<file path="config.mk">
export PLATFORM = sky130hd
export DESIGN_NAME = control_channel_config_regs
export DESIGN_NICKNAME = d
export VERILOG_FILES = /design/src/ccc_pkg.sv /design/src/ahb_reg_port.sv /design/src/control_sequence_crc.sv /design/src/control_channel_config_regs.sv
export SDC_FILE = /design/constraint.sdc
export NUM_CORES = 1
export LEC_CHECK = 0
export ABC_AREA = 1
export BUFFER_PORTS_ARGS = -buffer_cell sky130_fd_sc_hd__buf_2
export CORE_UTILIZATION = 35
export CTS_BUF_LIST = sky130_fd_sc_hd__clkbuf_4 sky130_fd_sc_hd__clkbuf_8
export DETAILED_ROUTE_END_ITERATION = 6
export HOLD_SLACK_MARGIN = 0.08
export SLEW_MARGIN = 20
export SYNTH_ARGS = -nofsm -noshare
export SYNTH_HDL_FRONTEND = slang
export SYNTH_SLANG_ARGS = --single-unit
</file>
<file path="constraint.sdc">
create_clock -name clk_sys -period 2 [get_ports clk_sys]
set_input_delay 0.3 -clock clk_sys [delete_from_list [all_inputs] [get_ports clk_sys]]
set_output_delay 0.3 -clock clk_sys [all_outputs]
set_load 0.02 [all_outputs]
</file>
<file path="src/ccc_pkg.sv">
package ccc_pkg;
  // Register indices; byte address is four times the index
  localparam logic [7:0] IDX_CHAN_CFG = 8'h32;
  localparam logic [7:0] IDX_DATAPATH = 8'h33;
  localparam logic [7:0] IDX_RSVD_34 = 8'h34;
  localparam logic [7:0] IDX_CAP_ONE = 8'h35;
  localparam logic [7:0] IDX_RSVD_36 = 8'h36;
  localparam logic [7:0] IDX_PARTNER_ID = 8'h37;
  localparam logic [7:0] IDX_RSVD_38 = 8'h38;
  // Field positions
  localparam int CFG_PASS_ALL = 7;
  localparam int CFG_PASS_DECODE = 6;
  localparam int CFG_ACK_ALL = 5;
  localparam int CFG_PARITY_ON = 3;
  localparam int DP_CRC_ON = 2;
  localparam int DP_GPIO_LSB = 0;
  localparam int CAP_FREEZE = 7;
  localparam int CAP_SELFTEST = 5;
  localparam int CAP_MULTI_PORT = 4;
  localparam int CAP_PORT_LSB = 0;
  localparam int ID_FREEZE = 0;
  localparam int ID_LSB = 1;
  // Reset values
  localparam logic [7:0] RST_CHAN_CFG = 8'h09;
  localparam logic [7:0] RST_DATAPATH = 8'h04;
  localparam logic [7:0] RST_ZERO = 8'h00;
  // Partner identifier reset; value is arbitrary
  localparam logic [6:0] RST_PARTNER_ID = 7'h2a;
  // Control sequence CRC
  localparam logic [7:0] CRC_POLY = 8'h07;
  localparam logic [7:0] CRC_INIT = 8'h00;
  localparam logic [3:0] CRC_DATA_BYTES = 4'h8;
  // AHB-Lite encodings
  localparam logic [1:0] HTRANS_NONSEQ = 2'h2;
  localparam logic [2:0] HSIZE_WORD = 3'h2;
  localparam logic HRESP_OKAY = 1'h0;

  // Thermometer mask of enabled forward GPIOs
  function automatic logic [3:0] gpio_mask(input logic [1:0] count);
    case (count)
      2'h0: gpio_mask = 4'h0;
      2'h1: gpio_mask = 4'h1;
      2'h2: gpio_mask = 4'h3;
      default: gpio_mask = 4'hf;
    endcase
  endfunction : gpio_mask

  // One byte of MSB-first CRC-8
  function automatic logic [7:0] crc8_step(input logic [7:0] crc, input logic [7:0] data);
    logic [7:0] c;
    c = crc ^ data;
    for (int i = 0; i < 8; i++) begin
      c = c[7] ? ((c << 1) ^ CRC_POLY) : (c << 1);
    end
    crc8_step = c;
  endfunction : crc8_step
endpackage : ccc_pkg

</file>
<file path="src/ahb_reg_port.sv">
`timescale 1ns/1ns
module ahb_reg_port
  import ccc_pkg::*;
(
  // Clock and reset
  input wire logic clk_sys,
  input wire logic nrst,
  // AHB-Lite slave
  input wire logic hsel,
  input wire logic [31:0] haddr,
  input wire logic [1:0] htrans,
  input wire logic hwrite,
  input wire logic [2:0] hsize,
  input wire logic [31:0] hwdata,
  input wire logic hready,
  output logic [31:0] hrdata,
  output logic hreadyout,
  output logic hresp,
  // Register file side
  input wire logic [7:0] readData,
  output logic regWrite,
  output logic [7:0] regIndex,
  output logic [7:0] regWdata
);
  typedef struct packed {
    logic pending;
    logic isWrite;
    logic hit;
    logic [7:0] index;
    logic readyOut;
    logic [31:0] rdata;
  } port_state_type;

  port_state_type state, next_state;

  // One wait state: writes land and reads sample after earlier writes
  always_comb begin
    next_state = state;
    if (state.pending) begin
      next_state.pending = 1'b0;
      next_state.readyOut = 1'b1;
      next_state.rdata = (state.hit && !state.isWrite) ? {24'h0, readData} : 32'h0;
    end else if (hsel && htrans == HTRANS_NONSEQ && hready) begin
      next_state.pending = 1'b1;
      next_state.readyOut = 1'b0;
      next_state.isWrite = hwrite;
      next_state.index = haddr[9:2];
      next_state.hit = (haddr[31:10] == 22'h0) && (haddr[1:0] == 2'h0) && (hsize == HSIZE_WORD);
    end
  end

  always_ff @(posedge clk_sys) begin
    if (!nrst) begin
      state <= '{readyOut: 1'b1, index: 8'h0, rdata: 32'h0, default: 1'b0};
    end else begin
      state <= next_state;
    end
  end

  assign hrdata = state.rdata;
  assign hreadyout = state.readyOut;
  assign hresp = HRESP_OKAY;
  assign regIndex = state.index;
  assign regWdata = hwdata[7:0];
  assign regWrite = state.pending && state.isWrite && state.hit;
endmodule : ahb_reg_port

</file>
<file path="src/control_sequence_crc.sv">
`timescale 1ns/1ns
module control_sequence_crc
  import ccc_pkg::*;
(
  // Clock and reset
  input wire logic clk_sys,
  input wire logic nrst,
  // Control
  input wire logic crcOn,
  // Sequence bytes in
  input wire logic seqStart,
  input wire logic seqValid,
  input wire logic [7:0] seqByte,
  output logic seqReady,
  // Forward channel bytes out
  output logic fwdValid,
  output logic [7:0] fwdByte
);
  typedef struct packed {
    logic [3:0] count;
    logic [7:0] crc;
    logic slot;
    logic ready;
    logic valid;
    logic [7:0] dataOut;
  } crc_state_type;

  crc_state_type state, next_state;

  // CRC slot after the eighth byte stalls the source one cycle
  always_comb begin
    logic [7:0] base;
    logic [3:0] cnt;
    base = state.crc;
    cnt = state.count;
    next_state = state;
    next_state.valid = 1'b0;
    if (state.slot) begin
      next_state.valid = 1'b1;
      next_state.dataOut = state.crc;
      next_state.slot = 1'b0;
    end else if (seqValid) begin
      base = seqStart ? CRC_INIT : state.crc;
      cnt = seqStart ? 4'h0 : state.count;
      next_state.valid = 1'b1;
      next_state.dataOut = seqByte;
      if (cnt < CRC_DATA_BYTES) begin
        next_state.crc = crc8_step(base, seqByte);
        next_state.count = cnt + 4'h1;
      end
      next_state.slot = crcOn && (cnt == CRC_DATA_BYTES - 4'h1);
    end
    next_state.ready = !next_state.slot;
  end

  always_ff @(posedge clk_sys) begin
    if (!nrst) begin
      state <= '{ready: 1'b1, count: 4'h0, crc: 8'h0, dataOut: 8'h0, default: 1'b0};
    end else begin
      state <= next_state;
    end
  end

  assign seqReady = state.ready;
  assign fwdValid = state.valid;
  assign fwdByte = state.dataOut;

  // Eighth byte with CRC on is followed by the CRC byte
  property p_crc_ninth;
    @(posedge clk_sys) disable iff (!nrst)
      (crcOn && seqValid && seqReady && !seqStart && state.count == 4'h7)
      |=> (fwdValid && !seqReady) ##1 (fwdValid && fwdByte == $past(state.crc) && seqReady);
  endproperty
  a_crc_ninth: assert property (p_crc_ninth) else $error("crc byte missing");
endmodule : control_sequence_crc

</file>
<file path="src/control_channel_config_regs.sv">
`timescale 1ns/1ns
module control_channel_config_regs
  import ccc_pkg::*;
(
  // Clock and reset
  input wire logic clk_sys,
  input wire logic nrst,
  // AHB-Lite slave
  input wire logic hsel,
  input wire logic [31:0] haddr,
  input wire logic [1:0] htrans,
  input wire logic hwrite,
  input wire logic [2:0] hsize,
  input wire logic [31:0] hwdata,
  input wire logic hready,
  output logic [31:0] hrdata,
  output logic hreadyout,
  output logic hresp,
  // Local I2C engine
  input wire logic i2cStart,
  input wire logic i2cDecodeHit,
  input wire logic i2cWriteDone,
  input wire logic fwdLocked,
  input wire logic remoteAck,
  output logic forwardTransaction,
  output logic localAck,
  // Back channel receive
  input wire logic backValid,
  input wire logic [7:0] backData,
  input wire logic backParity,
  input wire logic linkDetected,
  input wire logic capValid,
  input wire logic capSelftest,
  input wire logic capMultiPort,
  input wire logic [3:0] capPort,
  input wire logic idValid,
  input wire logic [6:0] idValue,
  output logic parityError,
  // Forward control sequence
  input wire logic seqStart,
  input wire logic seqValid,
  input wire logic [7:0] seqByte,
  output logic seqReady,
  output logic fwdValid,
  output logic [7:0] fwdByte,
  // Configuration levels
  output logic parityCheckOn,
  output logic [3:0] forwardGpioEnable,
  output logic linkSelftestRequest,
  output logic partnerMultiPort,
  output logic [3:0] partnerPort
);
  typedef struct packed {
    logic [7:0] chanCfg;
    logic [7:0] dataPath;
    logic [7:0] rsvd34;
    logic [7:0] capOne;
    logic [7:0] rsvd36;
    logic [7:0] partnerId;
    logic [7:0] rsvd38;
    logic forwardTransaction;
    logic localAck;
    logic parityError;
    logic [3:0] gpioEnable;
  } regs_state_type;

  regs_state_type state, next_state;

  logic regWrite;
  logic [7:0] regIndex;
  logic [7:0] regWdata;
  logic [7:0] readData;
  logic capWrite;
  logic idWrite;
  logic capFrozen;
  logic idFrozen;

  // Bus front end
  ahb_reg_port ahb_reg_port_inst (
    .clk_sys(clk_sys),
    .nrst(nrst),
    .hsel(hsel),
    .haddr(haddr),
    .htrans(htrans),
    .hwrite(hwrite),
    .hsize(hsize),
    .hwdata(hwdata),
    .hready(hready),
    .hrdata(hrdata),
    .hreadyout(hreadyout),
    .hresp(hresp),
    .readData(readData),
    .regWrite(regWrite),
    .regIndex(regIndex),
    .regWdata(regWdata)
  );

  // Forward control sequence with optional CRC byte
  control_sequence_crc control_sequence_crc_inst (
    .clk_sys(clk_sys),
    .nrst(nrst),
    .crcOn(state.dataPath[DP_CRC_ON]),
    .seqStart(seqStart),
    .seqValid(seqValid),
    .seqByte(seqByte),
    .seqReady(seqReady),
    .fwdValid(fwdValid),
    .fwdByte(fwdByte)
  );

  // Freeze seen this cycle, including a write landing now
  assign capWrite = regWrite && (regIndex == IDX_CAP_ONE);
  assign idWrite = regWrite && (regIndex == IDX_PARTNER_ID);
  assign capFrozen = capWrite ? regWdata[CAP_FREEZE] : state.capOne[CAP_FREEZE];
  assign idFrozen = idWrite ? regWdata[ID_FREEZE] : state.partnerId[ID_FREEZE];

  // Register read mux; unmapped indices read zero
  always_comb begin
    if (regIndex == IDX_CHAN_CFG) begin
      readData = state.chanCfg;
    end else if (regIndex == IDX_DATAPATH) begin
      readData = state.dataPath;
    end else if (regIndex == IDX_RSVD_34) begin
      readData = state.rsvd34;
    end else if (regIndex == IDX_CAP_ONE) begin
      readData = state.capOne;
    end else if (regIndex == IDX_RSVD_36) begin
      readData = state.rsvd36;
    end else if (regIndex == IDX_PARTNER_ID) begin
      readData = state.partnerId;
    end else if (regIndex == IDX_RSVD_38) begin
      readData = state.rsvd38;
    end else begin
      readData = 8'h0;
    end
  end

  // Register writes, back-channel loads and datapath decisions
  always_comb begin
    next_state = state;
    // Software writes; reserved bytes keep what is written
    if (regWrite) begin
      if (regIndex == IDX_CHAN_CFG) begin
        next_state.chanCfg = regWdata;
      end else if (regIndex == IDX_DATAPATH) begin
        next_state.dataPath = regWdata;
      end else if (regIndex == IDX_RSVD_34) begin
        next_state.rsvd34 = regWdata;
      end else if (regIndex == IDX_CAP_ONE) begin
        next_state.capOne = regWdata;
      end else if (regIndex == IDX_RSVD_36) begin
        next_state.rsvd36 = regWdata;
      end else if (regIndex == IDX_PARTNER_ID) begin
        next_state.partnerId = regWdata;
      end else if (regIndex == IDX_RSVD_38) begin
        next_state.rsvd38 = regWdata;
      end
    end
    // Channel load beats a same-cycle write unless frozen
    if (capValid && linkDetected && !capFrozen) begin
      next_state.capOne[CAP_SELFTEST] = capSelftest;
      next_state.capOne[CAP_MULTI_PORT] = capMultiPort;
      next_state.capOne[CAP_PORT_LSB +: 4] = capPort;
    end
    if (idValid && !idFrozen) begin
      next_state.partnerId[ID_LSB +: 7] = idValue;
    end
    // Pass-all wins over the decode result
    next_state.forwardTransaction = i2cStart && (state.chanCfg[CFG_PASS_ALL]
      || (state.chanCfg[CFG_PASS_DECODE] && i2cDecodeHit));
    // Ack-all ignores lock and remote answer
    next_state.localAck = i2cWriteDone && (state.chanCfg[CFG_ACK_ALL]
      || (fwdLocked && remoteAck));
    // Even parity expected on back-channel bytes
    next_state.parityError = backValid && state.chanCfg[CFG_PARITY_ON]
      && ((^backData) != backParity);
    next_state.gpioEnable = gpio_mask(next_state.dataPath[DP_GPIO_LSB +: 2]);
  end

  // State register
  always_ff @(posedge clk_sys) begin
    if (!nrst) begin
      state <= '{chanCfg: RST_CHAN_CFG, dataPath: RST_DATAPATH, rsvd34: RST_ZERO,
        capOne: RST_ZERO, rsvd36: RST_ZERO, partnerId: {RST_PARTNER_ID, 1'b0},
        rsvd38: RST_ZERO, gpioEnable: 4'h0, default: 1'b0};
    end else begin
      state <= next_state;
    end
  end

  // Outputs straight from the state register
  assign forwardTransaction = state.forwardTransaction;
  assign localAck = state.localAck;
  assign parityError = state.parityError;
  assign parityCheckOn = state.chanCfg[CFG_PARITY_ON];
  assign forwardGpioEnable = state.gpioEnable;
  assign linkSelftestRequest = state.capOne[CAP_SELFTEST];
  assign partnerMultiPort = state.capOne[CAP_MULTI_PORT];
  assign partnerPort = state.capOne[CAP_PORT_LSB +: 4];

  // Pass-all forwards any start
  property p_pass_all;
    @(posedge clk_sys) disable iff (!nrst)
      (i2cStart && state.chanCfg[CFG_PASS_ALL]) |=> forwardTransaction;
  endproperty
  a_pass_all: assert property (p_pass_all) else $error("pass-all not forwarded");

  // Decode-only forwarding follows the hit
  property p_pass_decode;
    @(posedge clk_sys) disable iff (!nrst)
      (i2cStart && !state.chanCfg[CFG_PASS_ALL] && state.chanCfg[CFG_PASS_DECODE])
      |=> (forwardTransaction == $past(i2cDecodeHit));
  endproperty
  a_pass_decode: assert property (p_pass_decode) else $error("decode forward wrong");

  // Both bits off: nothing forwarded
  property p_pass_off;
    @(posedge clk_sys) disable iff (!nrst)
      (!state.chanCfg[CFG_PASS_ALL] && !state.chanCfg[CFG_PASS_DECODE])
      |=> !forwardTransaction;
  endproperty
  a_pass_off: assert property (p_pass_off) else $error("forward while disabled");

  // Pass-all overrides a decode miss
  property p_precedence;
    @(posedge clk_sys) disable iff (!nrst)
      (i2cStart && !i2cDecodeHit && state.chanCfg[CFG_PASS_ALL]
      && state.chanCfg[CFG_PASS_DECODE]) |=> forwardTransaction;
  endproperty
  a_precedence: assert property (p_precedence) else $error("precedence lost");

  // Ack-all acks even when unlocked
  property p_ack_all;
    @(posedge clk_sys) disable iff (!nrst)
      (i2cWriteDone && state.chanCfg[CFG_ACK_ALL]) |=> localAck;
  endproperty
  a_ack_all: assert property (p_ack_all) else $error("ack-all missed");

  // Parity fault flagged only while checking
  property p_parity;
    @(posedge clk_sys) disable iff (!nrst)
      backValid |=> (parityError == ($past(parityCheckOn)
      && ((^$past(backData)) != $past(backParity))));
  endproperty
  a_parity: assert property (p_parity) else $error("parity check wrong");

  // GPIO enables follow a write of the count field
  property p_gpio;
    @(posedge clk_sys) disable iff (!nrst)
      (regWrite && regIndex == IDX_DATAPATH)
      |=> (forwardGpioEnable == gpio_mask($past(regWdata[1:0])));
  endproperty
  a_gpio: assert property (p_gpio) else $error("gpio enable mismatch");

  // Frozen capabilities ignore channel updates
  property p_cap_freeze;
    @(posedge clk_sys) disable iff (!nrst)
      (capValid && state.capOne[CAP_FREEZE] && !regWrite)
      |=> $stable(state.capOne);
  endproperty
  a_cap_freeze: assert property (p_cap_freeze) else $error("frozen caps changed");

  // Unfrozen capabilities load from the channel
  property p_cap_load;
    @(posedge clk_sys) disable iff (!nrst)
      (capValid && linkDetected && !capFrozen)
      |=> (linkSelftestRequest == $past(capSelftest)
      && partnerMultiPort == $past(capMultiPort) && partnerPort == $past(capPort));
  endproperty
  a_cap_load: assert property (p_cap_load) else $error("caps not loaded");

  // No load before the link is detected
  property p_cap_nolink;
    @(posedge clk_sys) disable iff (!nrst)
      (!linkDetected && !regWrite) |=> $stable(state.capOne);
  endproperty
  a_cap_nolink: assert property (p_cap_nolink) else $error("caps loaded unlinked");

  // Frozen identifier keeps its value
  property p_id_freeze;
    @(posedge clk_sys) disable iff (!nrst)
      (idValid && state.partnerId[ID_FREEZE] && !regWrite)
      |=> $stable(state.partnerId);
  endproperty
  a_id_freeze: assert property (p_id_freeze) else $error("frozen id changed");

  // Software write of the identifier sticks
  property p_id_write;
    @(posedge clk_sys) disable iff (!nrst)
      (idWrite && !idValid) |=> (state.partnerId == $past(regWdata));
  endproperty
  a_id_write: assert property (p_id_write) else $error("id write lost");
endmodule : control_channel_config_regs

</file>
# [After elaboration in Yosys (flattened, before gate mapping)]
# Index checks and enable logic that the tools add are counted.
[word_totals] register_bits=130 in_bits=115 output_inout_bits=58
[op_classes] addsub=1 order_cmp=1 eq_ne=21 muxes=41 n_bitwise=18 n_reduce_logical=46
[op_table] cell="$mux 8" count=15
[op_table] cell="$mux 42" count=2
[op_table] cell="$eq 8x6->1 const B" count=7
[op_table] cell="$mux 40" count=1
[op_table] cell="$mux 32" count=1
[op_table] cell="$mux 24" count=1
[op_table] cell="$mux 3" count=8
[op_table] cell="$not 3->3" count=8
[op_table] cell="$logic_not 22->1" count=1
[op_table] cell="$logic_and 1x1->1" count=19
[op_table] cell="$mux 9" count=2
[op_table] cell="$mux 16" count=1
[op_table] cell="$ne 2x1->1 const B" count=8
[op_table] cell="$reduce_and 7->1" count=2
[op_table] cell="$mux 12" count=1
[op_table] cell="$pmux 4 s3" count=1
[op_table] cell="$reduce_and 5->1" count=2
[op_table] cell="$reduce_bool 2->1" count=5
[op_table] cell="$not 1->1" count=9
[op_table] cell="$reduce_and 8->1" count=1
[op_table] cell="$reduce_xor 8->1" count=1
[op_table] cell="$xor 8x8->8" count=1
[op_table] cell="$mux 7" count=1
[op_table] cell="$mux 6" count=1
[op_table] cell="other kinds (18)" count=29

# [Depth between registers and ports, before layout]
# Gate-level depths: netlist of run 1.
[logic_depth] depth_word=18 depth_mapped=13

# [By module]
# Synthesis of run 1 repeated with hierarchy kept, for this count alone.
[hier_totals] cells_unflattened=873 area_unflattened_um2=5960.7
[modules_own_cells] module="control_channel_config_regs" n_inst=1 cells_each=497 area_per_inst_um2=3335.7
[modules_own_cells] module="control_sequence_crc" n_inst=1 cells_each=214 area_per_inst_um2=1422.6
[modules_own_cells] module="ahb_reg_port" n_inst=1 cells_each=162 area_per_inst_um2=1202.4

# [Least setup slack after synthesis of run 1]
# Ideal clock, no wire load.
[synth_timing] path_type="reg-to-reg" from="register ahb_reg_port_inst.state (netlist bit ahb_reg_port_inst.regIndex[1])" to="register state[19] (netlist bit)" setup_time_ns=0.133 t_arrival_ns=1.416 path_slack_ns=0.451 stages_incl_launch_ff=12 period_less_slack_ns=1.549 cell_sequence="dfxtp_1 buf_2 nand2_1 nor2_2 nand3_2 inv_2 nand2_4 nand3_4 buf_6 nand2_1 o21ai_1 nand3_1"
[synth_via] elab_chain_cells=7 word_cells_on_any_way=19
[synth_rtl] element="from (decl)" line="ahb_reg_port.sv:34" rtl="port_state_type state, next_state;"
[synth_rtl] element="from (signal assigned)" line="ahb_reg_port.sv:56" rtl="state <= next_state;"
[synth_rtl] element="$eq 8x6->1" line="control_channel_config_regs.sv:113, control_channel_config_regs.sv:153"
[synth_rtl] element="$logic_and 1x1->1" line="control_channel_config_regs.sv:113" rtl="assign idWrite = regWrite && (regIndex == IDX_PARTNER_ID);"
[synth_rtl] element="$mux 1" line="control_channel_config_regs.sv:115" rtl="assign idFrozen = idWrite ? regWdata[ID_FREEZE] : state.partnerId[ID_FREEZE];"
[synth_rtl] element="$logic_not 1->1" line="control_channel_config_regs.sv:165" rtl="if (idValid && !idFrozen) begin"
[synth_rtl] element="$logic_and 1x1->1" line="control_channel_config_regs.sv:165"
[synth_rtl] element="$ne 2x1->1 (no source line) / $reduce_bool 2->1 (equally long branches)"
[synth_rtl] element="$reduce_and 7->1 (no source line)"
[synth_rtl] element="to (signal assigned)" line="control_channel_config_regs.sv:183" rtl="state <= '{chanCfg: RST_CHAN_CFG, dataPath: RST_DATAPATH, rsvd34: RST_ZERO,"
[synth_rtl] element="to (signal assigned)" line="control_channel_config_regs.sv:187" rtl="state <= next_state;"
[synth_rtl] element="to (decl)" line="control_channel_config_regs.sv:67" rtl="regs_state_type state, next_state;"
# Several ways; a longest one is shown, not always the timed one.
# A chain may end at the register's enable or synchronous reset.

# [Worst setup path in the final report of run 1]
[layout_timing] from="register ahb_reg_port_inst.state (netlist bit ahb_reg_port_inst.regIndex[4])" to="register state (netlist bit partnerPort[1])"
[layout_via] elab_chain_cells=7 word_cells_on_any_way=15
[layout_rtl] element="$eq 8x6->1" line="control_channel_config_regs.sv:112, control_channel_config_regs.sv:149"
[layout_rtl] element="$logic_and 1x1->1" line="control_channel_config_regs.sv:112" rtl="assign capWrite = regWrite && (regIndex == IDX_CAP_ONE);"
[layout_rtl] element="$mux 1" line="control_channel_config_regs.sv:114" rtl="assign capFrozen = capWrite ? regWdata[CAP_FREEZE] : state.capOne[CAP_FREEZE];"
[layout_rtl] element="$logic_not 1->1" line="control_channel_config_regs.sv:160" rtl="if (capValid && linkDetected && !capFrozen) begin"
[layout_rtl] element="$logic_and 1x1->1" line="control_channel_config_regs.sv:160"
[layout_rtl] element="$ne 2x1->1 (no source line) / $reduce_bool 2->1 (equally long branches)"
[layout_rtl] element="$reduce_and 5->1 (no source line)"
# Several ways; a longest one is shown, not always the timed one.

==> results of run 1 <==
[routing by layer]
layer  GRT usage [%]  part of all wire, %  routed length (um)  vias up
li1                -                    -                   -     2760
met1           24.83                   48                6927     2295
met2           29.22                   45                6576      163
met3           4.841                  5.8                 840       14
met4           4.844                  1.5                 219        0
met5               0                    0                   0        -
[power breakdown]
part	total, uW	switching [uW]	internal (uW)	leakage, uW
clock network	1490	724	766	0.000119
logic	589	373	216	0.00219
registers	2190	40.0	2150	0.000854
[logic make-up after synthesis]
group                      count (synthesis)  synth area share, %
and+or+nand+nor                          326                26.25
buffers and inverters                    192                16.74
AOI/OAI and AO/OA                        168                16.22
DFF                                      105                37.96
xor gates and xnor gates                  16                2.530
adders and majority gates                  1               0.2259
other                                      1              0.06772
[placed cells by master, fill, tap and decap left out, drive strengths merged]
cell type / netlist / final
o221ai: 3 / 3
nand3: 47 / 47
dfxtp: 105 / 105
nand2: 174 / 174
o211ai: 13 / 13
xor2: 11 / 11
or2: 1 / 1
nand4: 18 / 18
nand3b: 2 / 2
nor3b: 2 / 2
nor2: 67 / 67
nor4: 6 / 6
inv: 122 / 122
ha: 1 / 1
a22oi: 2 / 2
nor3: 9 / 9
bufinv: 0 / 1
buf: 59 / 149
xnor2: 5 / 5
a211oi: 2 / 2
conb: 1 / 25
a21oi: 66 / 66
o21ai: 82 / 82
clkbuf: 11 / 15
[stage by stage]
stage | setup TNS, ns | setup slack, ns | total power, uW | instances | instance area, um^2
global route | -0.06346 | -0.02946 | 4480 | 1139 | 6490
detailed placement | 0 | 0.2006 | 2828 | 1120 | 6223
floorplan | 0 | 0.4505 | 2662 | 833 | 5628
finish | 0 | 0.1499 | 4269 | 1139 | 6490
global placement | 0 | 0.2232 | 2822 | 1120 | 6223
CTS | 0 | 0.1855 | 4313 | 1136 | 6454
[worst paths after layout]
kind	from	endpoint	slack [ns]	depth (start not counted)
min reg2reg	state[45]	state[45]	0.45	2
min	i2cWriteDone	localAck	0.13	3
max reg2reg	ahb_reg_port_inst.regIndex[4]	partnerPort[1]	0.15	9
max	ahb_reg_port_inst.regIndex[4]	partnerPort[1]	0.15	9
[what timing repair did]
item / 4_1_cts / 5_1_grt
endpoints found under the setup margin: 0 / 12
gates resized for setup: 0 / 3
buffers inserted: 0 / 3
[worst register-to-register path, cell delays in order (launching register included)]
cell,delay [ns]
dfxtp_1,0.34
nand2_1,0.11
nor3_4,0.28
buf_4,0.22
nand4_2,0.28
nand3_1,0.30
nand2_1,0.09
nand3_1,0.08
nand2_1,0.05
inv_1,0.04
[layout make-up]
cell class              instances  area share [%]
flip-flops and latches        105           32.41
clock inverters                 1          0.4627
clock buffers                  15           3.085
multi-input cells             536           40.24
repair buffers                149           12.69
inverters                     122           7.056
well taps                     211           4.068
[state kept, by name, indices dropped and copies added, names as in the netlist]
signal and cells:
ahb_reg_port_inst.hrdata 8, ahb_reg_port_inst.hreadyout 1, ahb_reg_port_inst.regIndex 8, ahb_reg_port_inst.state 3, control_sequence_crc_inst.fwdByte 8, control_sequence_crc_inst.fwdValid 1
control_sequence_crc_inst.seqReady 1, control_sequence_crc_inst.state 13, forwardGpioEnable 3, forwardTransaction 1, linkSelftestRequest 1, localAck 1
parityCheckOn 1, parityError 1, partnerMultiPort 1, partnerPort 4, state 49
==> results, run 1 <==
- The final-report hold violation count is 0.
- The most instantiated flip-flop cell in the synthesis netlist is dfxtp_1.
- The clock transition at the register clock pins on the worst setup and hold paths after CTS is 0.10 ns.
- The detailed-route via count is 5232.
- The core region area is 15310 um^2.
- Together, buffers and inverters on the worst path number 2.
- The type of element capturing the critical path is a flip-flop.
- The number of pins exceeding their max-slew limit in the final report is 0.
- TritonCTS built the clock tree.
- The static power due to leakage is 0.003168 uW.
- During synthesis, Yosys emitted a total of 0 warnings.
- Among the stages of the critical path, the cell type that occurs most often is nand2_1.
- The total I/O pin count is 173.
- The fmax is 540.5 MHz.
- The number of buffers inserted by hold repair at cts is 0.
- The register area share after synthesis is 37.96%.
- The initial utilization of the core area, before any placement, comes to 36.16%.
- After synthesis the netlist holds a flip-flop and latch count of 105.
- The type of element launching the critical path is a flip-flop.
- The register area is 2103 um^2.
- The mean number of vias per cell is 4.594.
- The clock arrives with 0.01119 ns of skew.
- At the end of the flow the core is filled with cells to 42.38%.
- At the end of the flow, the number of nets in the layout was 1039.
- The number of search-and-repair iterations in the first detailed-routing pass is 5.
- The maximum ir drop on the vdd rail is 0.4131 mV.
- The biggest area contributor in the post-synthesis netlist is dfxtp_1.
- The number of enable flip-flop cells after synthesis is 0.
- The maximum fanout count along the critical path is 8.
- Sorting the synthesized cells by area gives the leading types as dfxtp_1 38%, nand2_1 11%, inv_1 8.0%, o21ai_0 7.0%, buf_4 6.9%.
- The count of buffers added on input and output ports is 123.
- Averaged over all synthesized cells, the footprint is 6.845 um^2.
- The number of different library cells in the post-synthesis netlist is 38.
- The maximum count of clock buffers along a single path is 2.
- The floorplan die width is 127.8 um.
- The count of maximum capacitance violations is 0.
- The DRC marker count from the first detailed-route iteration is 312.
- CTS built an H-tree with a depth of 3.
- Wires add up to 14560 um.
- The most frequent cell after synthesis is nand2_1.
- Setup repair after global routing could not meet its margin everywhere.
- Traced cell by cell, the critical path runs through nand2_1, nor3_4, buf_4, nand4_2, nand3_1, nand2_1, nand3_1, nand2_1, inv_1.
- For the worst setup path, the data required time is 2.33 ns.
- 0 antenna diodes ended up in the layout.
- By startpoint and endpoint, the worst setup path is classified as flip-flop to flip-flop.
- The tree built by TritonCTS fans out to 105 sinks.
- The total global routing overflow is 0.
- The final setup violation count is 0.
- The number of antenna violations at the first check in global routing was 0.
- The signed area change from the synthesized netlist to the final layout is 17.19%.
- The highest-delay cell along the critical path is dfxtp_1.
- Once detail routing completed, the nets flagged for antenna violations numbered 0.
- The largest net degree at the start of global routing is 74.
- The multi-input combinational cells in the finished layout cover a total of 2611 um^2.
- Counting the fill cells in the layout gives 1648.
- Of the cells placed in the final design, the portion with a size suffix greater than 1 is 20.15%.
- After synthesis, the most frequently instantiated cells are 169 x nand2_1, 118 x inv_1, 105 x dfxtp_1, 78 x o21ai_0, 66 x a21oi_1.
- Subtracting the final worst setup slack from the clock period gives 1.850 ns.
- The fraction of synthesized cell area taken by the top area cell type is 37.96%.
- The global-route total usage across every layer is 18.47%.
- Dividing total power by cell area gives a power density of 657.8 nW/um^2.
- The placed wire-length estimate is 10890 um.
- The tightest min-delay check is of the input port to flip-flop type.
- From bottom edge to top edge, the die measures 127.8 um.
- The run finished with clean final reports.
- The floorplan step defined a die boundary enclosing 16330 um^2.
- In the routed design, unresolved DRC markers number 0.
- The fraction of registers with async set or reset after synthesis is 0%.
- The per-cell routed wire length is 12.79 um.
- Final hold analysis gives a worst-case slack of 0.1274 ns.
- Of the available clock period, the critical path in the final layout requires 92.50%.
- The largest single stage delay on the critical path is 0.34 ns.
- The clock latency on the worst-skew pair is 0.38 ns.
- The combined area of all synthesized cells is 5538 um^2.
- The congestion estimate from routability-driven global placement came to 0.8476.
- The cell count after synthesis came out at 809.
- The number of global-route vias before repair was 4695.
- The cell at the root of the clock tree is clkbuf_8.
- The number of buffers created by CTS is 9.
- The cell family contributing the most delay on the critical path is simple AND/OR/NAND/NOR gates.
- The first-pass GRT wire length is 23560 um.
- The data arrival time of the worst path is 2.18 ns.
- Row generation in the floorplan step produced 45 rows.
(Power assumes the default switching activity.)
==> run 2, diff against run 1 <==
Settings changed: ABC_AREA 1 to default, ABC_CLOCK_PERIOD_IN_PS from default to 2000.
==> results, run 2 <==
- The flow ran to the end, but the final reports show violations.
- The final reports fail on design-rule violations.
- The final weighted congestion in routability-driven placement is 0.9068.
- The maximum count of clock buffers along a single path is 2.
- Detailed placement ended at an HPWL of 10170 um.
- For met2 alone, demand over resource in global routing was 28.20%.
- The number of input and output port buffers inserted is 123.
- The complex-gate fraction of the synthesized area is 13.13%.
- By area the synthesized netlist is led by dfxtp_1 40%, mux2i_1 12%, buf_4 6.9%, nor2_1 6.2%, a21oi_1 5.6%.
- The number of placement rows is 44.
- The post-route standard cell area excluding fillers is 6190 um^2.
- The initial standard-cell utilization of the core is 36.25%.
- The number of fill cells in the layout is 1505.
- STA classifies the critical path startpoint as a flip-flop.
- After detailed routing, the total wire length is 13850 um.
- For this run, global-route usage on met1 was measured as 24.53%.
- The worst path required time is 2.29 ns.
- The number of global-route vias before repair is 4361.
- The share of cells above drive strength 1 is 24.46%.
- In the routed design, unresolved DRC markers number 8.
- TritonCTS built the clock tree.
- The number of buffers created by CTS is 9.
- The number of different library cells in the post-synthesis netlist is 46.
- The period utilization is 93.33%.
- The total overflow left after global routing is 0.
- STA classifies the critical path endpoint as a flip-flop.
- The number of antenna violations at the first check in global routing is 0.
- The register with the most flip-flops in the layout has 49 of them.
- The mean number of vias per cell is 5.032.
- The arithmetic-cell share of the synthesized area counting full adders, half adders and majority gates is 0.2357%.
- The power density over the cells is 696.1 nW/um^2.
- The mean area per synthesized cell is 8.467 um^2.
- The startpoint identified for the worst hold timing path is i2cWriteDone.
- Counting instances in the post-synthesis netlist gives the leading cell types as 105 x dfxtp_1, 87 x nor2_1, 66 x mux2i_1, 59 x a21oi_1, 49 x buf_4.
- The maximum clock skew at final layout is 0.01393 ns.
- The largest registers in the layout are state (49), control_sequence_crc_inst.state (13).
- The worst register-to-register path begins at ahb_reg_port_inst.regIndex[2].
- The critical path crosses 6 cells after its start point.
- Setup repair after global routing left no endpoint under its margin.
- The cell sitting at the root of the clock tree is a clkbuf_8.
- The number of levels in the clock H-tree is 3.
- Counting flops per register, the top entry is state.
- The number of nets in the finished design is 847.
- The combined area of all synthesized cells is 5309 um^2.
- In the final layout, the multi-input gates occupy 2753 um^2.
- The highest-delay cell along the critical path is dfxtp_2.
- The number of pins exceeding their max-slew limit in the final report was 0.
- The top cell types in the final layout, fill and taps aside, are 123 x buf_2, 104 x dfxtp_1, 87 x nor2_1.
- The total inserted antenna cells is 0.
- The slew of the pin with the lowest slew margin is 0.5315 ns.
- The met3 track demand over resource is 3.637%.
- Sequential cells were found to cover 39.59% of the synthesized design area.
- For the worst setup path, the data arrival time is 2.15 ns.
- Counting flops with a built-in enable in the synthesized netlist gives 0.
- For this block, the initial DRC count from the detailed router was 375.
- The maximum fanout count along the critical path is 7.
- The worst-case hold slack is 0.1249 ns.
- The total of flip-flops plus latches after synthesis is 105.
- The region available for standard cell placement spans 14640 um^2.
- The cell count after synthesis came out at 627.
- The first-pass GRT wire length is 22380 um.
- The count of maximum capacitance violations is 0.
- VDD sags by at most 0.2871 mV.
- The accumulated negative setup slack is 0 ns.
- Once placement completed, the tool counted placed cells totaling 904.
- The most frequent cell after synthesis is dfxtp_1.
- In the final routed layout, each cell accounts on average for 15.05 um.
- By area, the combinational part of the netlist is dominated by simple AND/OR/NAND/NOR gates.
- For this run, asynchronously set or reset flops after synthesis account for 0%.
- The global routing stage identified its most utilized layer as met2.
- The library cell used most frequently in the layout, excluding fill and tap cells, is buf_2.
- The floorplan step defined a die boundary enclosing 15670 um^2.
- The final-report hold violation count is 0.
- Excluding fillers, the count of instances in the completed layout stands at 920.
- The post-detailed-placement cell area is 5977 um^2.
- Counting both buffers and inverters, the worst setup path holds a total of 1.
- At the later pin of the worst-skew pair, clock insertion delay measures 0.38 ns.
- The largest single stage delay on the critical path is 0.41 ns.
- The floorplan step set the die height to 125.2 um.
- The clock transition at the register clock pins on the worst setup and hold paths after CTS is 0.10 ns.
- The clock sink count is 105.
- The top cell family by delay on the critical path is compound AO/OA/AOI/OAI gates.
- The number of buffers inserted by post-CTS setup repair is 0.
- Subtracting the final worst setup slack from the clock period gives 1.867 ns.
- In this run the count of I/O pins placed on the die edge is 173.
- The worst setup path is of the flip-flop to flip-flop kind.
- In this run the static leakage power is 0.002621 uW.
- Across the whole layout, storage elements account for 2103 um^2.
- The mux share of post-synthesis cell area is 12.44%.
- The xor-xnor portion of the synthesized cell area is 5.374%.
- The fraction of synthesized cell area taken by the top area cell type is 39.59%.
- The worst max-slew margin expressed relative to the limit is 64.43%.
- The depth of the worst register-to-register path is 6.
- The floorplan die width is 125.2 um.
- The number of cells traversed by the worst hold path is 3.
- The final setup violation count is 0.
- The most area-hungry cell type in the Yosys netlist is dfxtp_1.
- The path type of the worst min-delay path is input port to flip-flop.
- The signed area change from the synthesized netlist to the final layout is 16.59%.
- The signal on the critical path passes through nand2b_1, buf_4, or2_2, a211oi_1, o22ai_1, a22o_1.
- The detailed-route via count is 4629.
- The count of nets left with antenna violations once routing finished came out at 0.
- The number of search-and-repair iterations in the first detailed-routing pass is 7.
- The area fraction in and, or, nand and nor cells after synthesis is 18.60%.
- Timing would allow up to 535.7 MHz.
- During synthesis, Yosys emitted a total of 0 warnings.
- The most instantiated flip-flop cell in the synthesis netlist is dfxtp_1.
- The start point of the critical path is ahb_reg_port_inst.regIndex[2].
- The global-route total usage across every layer is 18.07%.
- Entering global routing, the biggest net connects 87 pins.
[run 2: cell types whose count changed after synthesis, moves of 11 or more]
cell	delta
a31oi_1	+11
clkbuf_1	+14
inv_1	-113
mux2i_1	+66
nand2_1	-126
nand4_1	-16
nor2_1	+24
o211ai_1	-12
o21ai_0	-64
xnor2_1	+18
[run 2: stage by stage]
step                power (uW)  setup slack (ns)  utilization (%)
floorplan                 2786         0.0004117                -
CTS                       4350           0.05166            42.18
detailed placement        2979           0.06462            40.82
finish                    4309            0.1334            42.27
global placement          2957           0.09260            40.82
global route              4512           0.02127            42.27
[run 2: routing by layer]
metal  part of all wire (%)  wire length [um]
met1                     48              6587
met2                     45              6266
met3                    5.3               729
met4                    1.9               264
met5                      0                 0
[run 2: power by group]
group / switching, uW / internal, uW
Clock: 723 / 654
Sequential: 63.5 / 2160
Combinational: 390 / 315
[run 2: logic make-up after synthesis]
family | Yosys count
simple gates | 213
compound gates | 118
flops | 105
buf+inv | 92
mux | 66
xor+xnor | 31
fa+ha+maj | 1
other cells | 1
[run 2: worst reg2reg max path, stage by stage (launching register included)]
cell and delay, ns:
dfxtp_2 0.41, nand2b_1 0.15, buf_4 0.18, or2_2 0.33
a211oi_1 0.33, o22ai_1 0.14, a22o_1 0.24
[run 2: cell type report]
| type | instances | area share [%] |
|---|---|---|
| Inverter | 6 | 0.3639 |
| Timing Repair Buffer | 155 | 14.23 |
| Sequential cell | 105 | 33.98 |
| Tap cell | 184 | 3.719 |
| Clock inverter | 2 | 0.6266 |
| Multi-Input combinational cell | 454 | 44.47 |
| Clock buffer | 14 | 2.608 |
[run 2: path summary, 6_finish.rpt]
kind / end / slack [ns]
worst max-delay path: ahb_reg_port_inst.hrdata[7] / 0.13
worst min register to register: ahb_reg_port_inst.hreadyout / 0.46
worst max register to register: ahb_reg_port_inst.hrdata[7] / 0.13
worst min-delay path: localAck / 0.12
[run 2: timing repair]
item | 4_1_cts | 5_1_grt
resized for setup | 0 | 4
hold buffers | 0 | 0
endpoints found under the hold margin | 0 | 0
endpoints found under the setup margin | 0 | 13
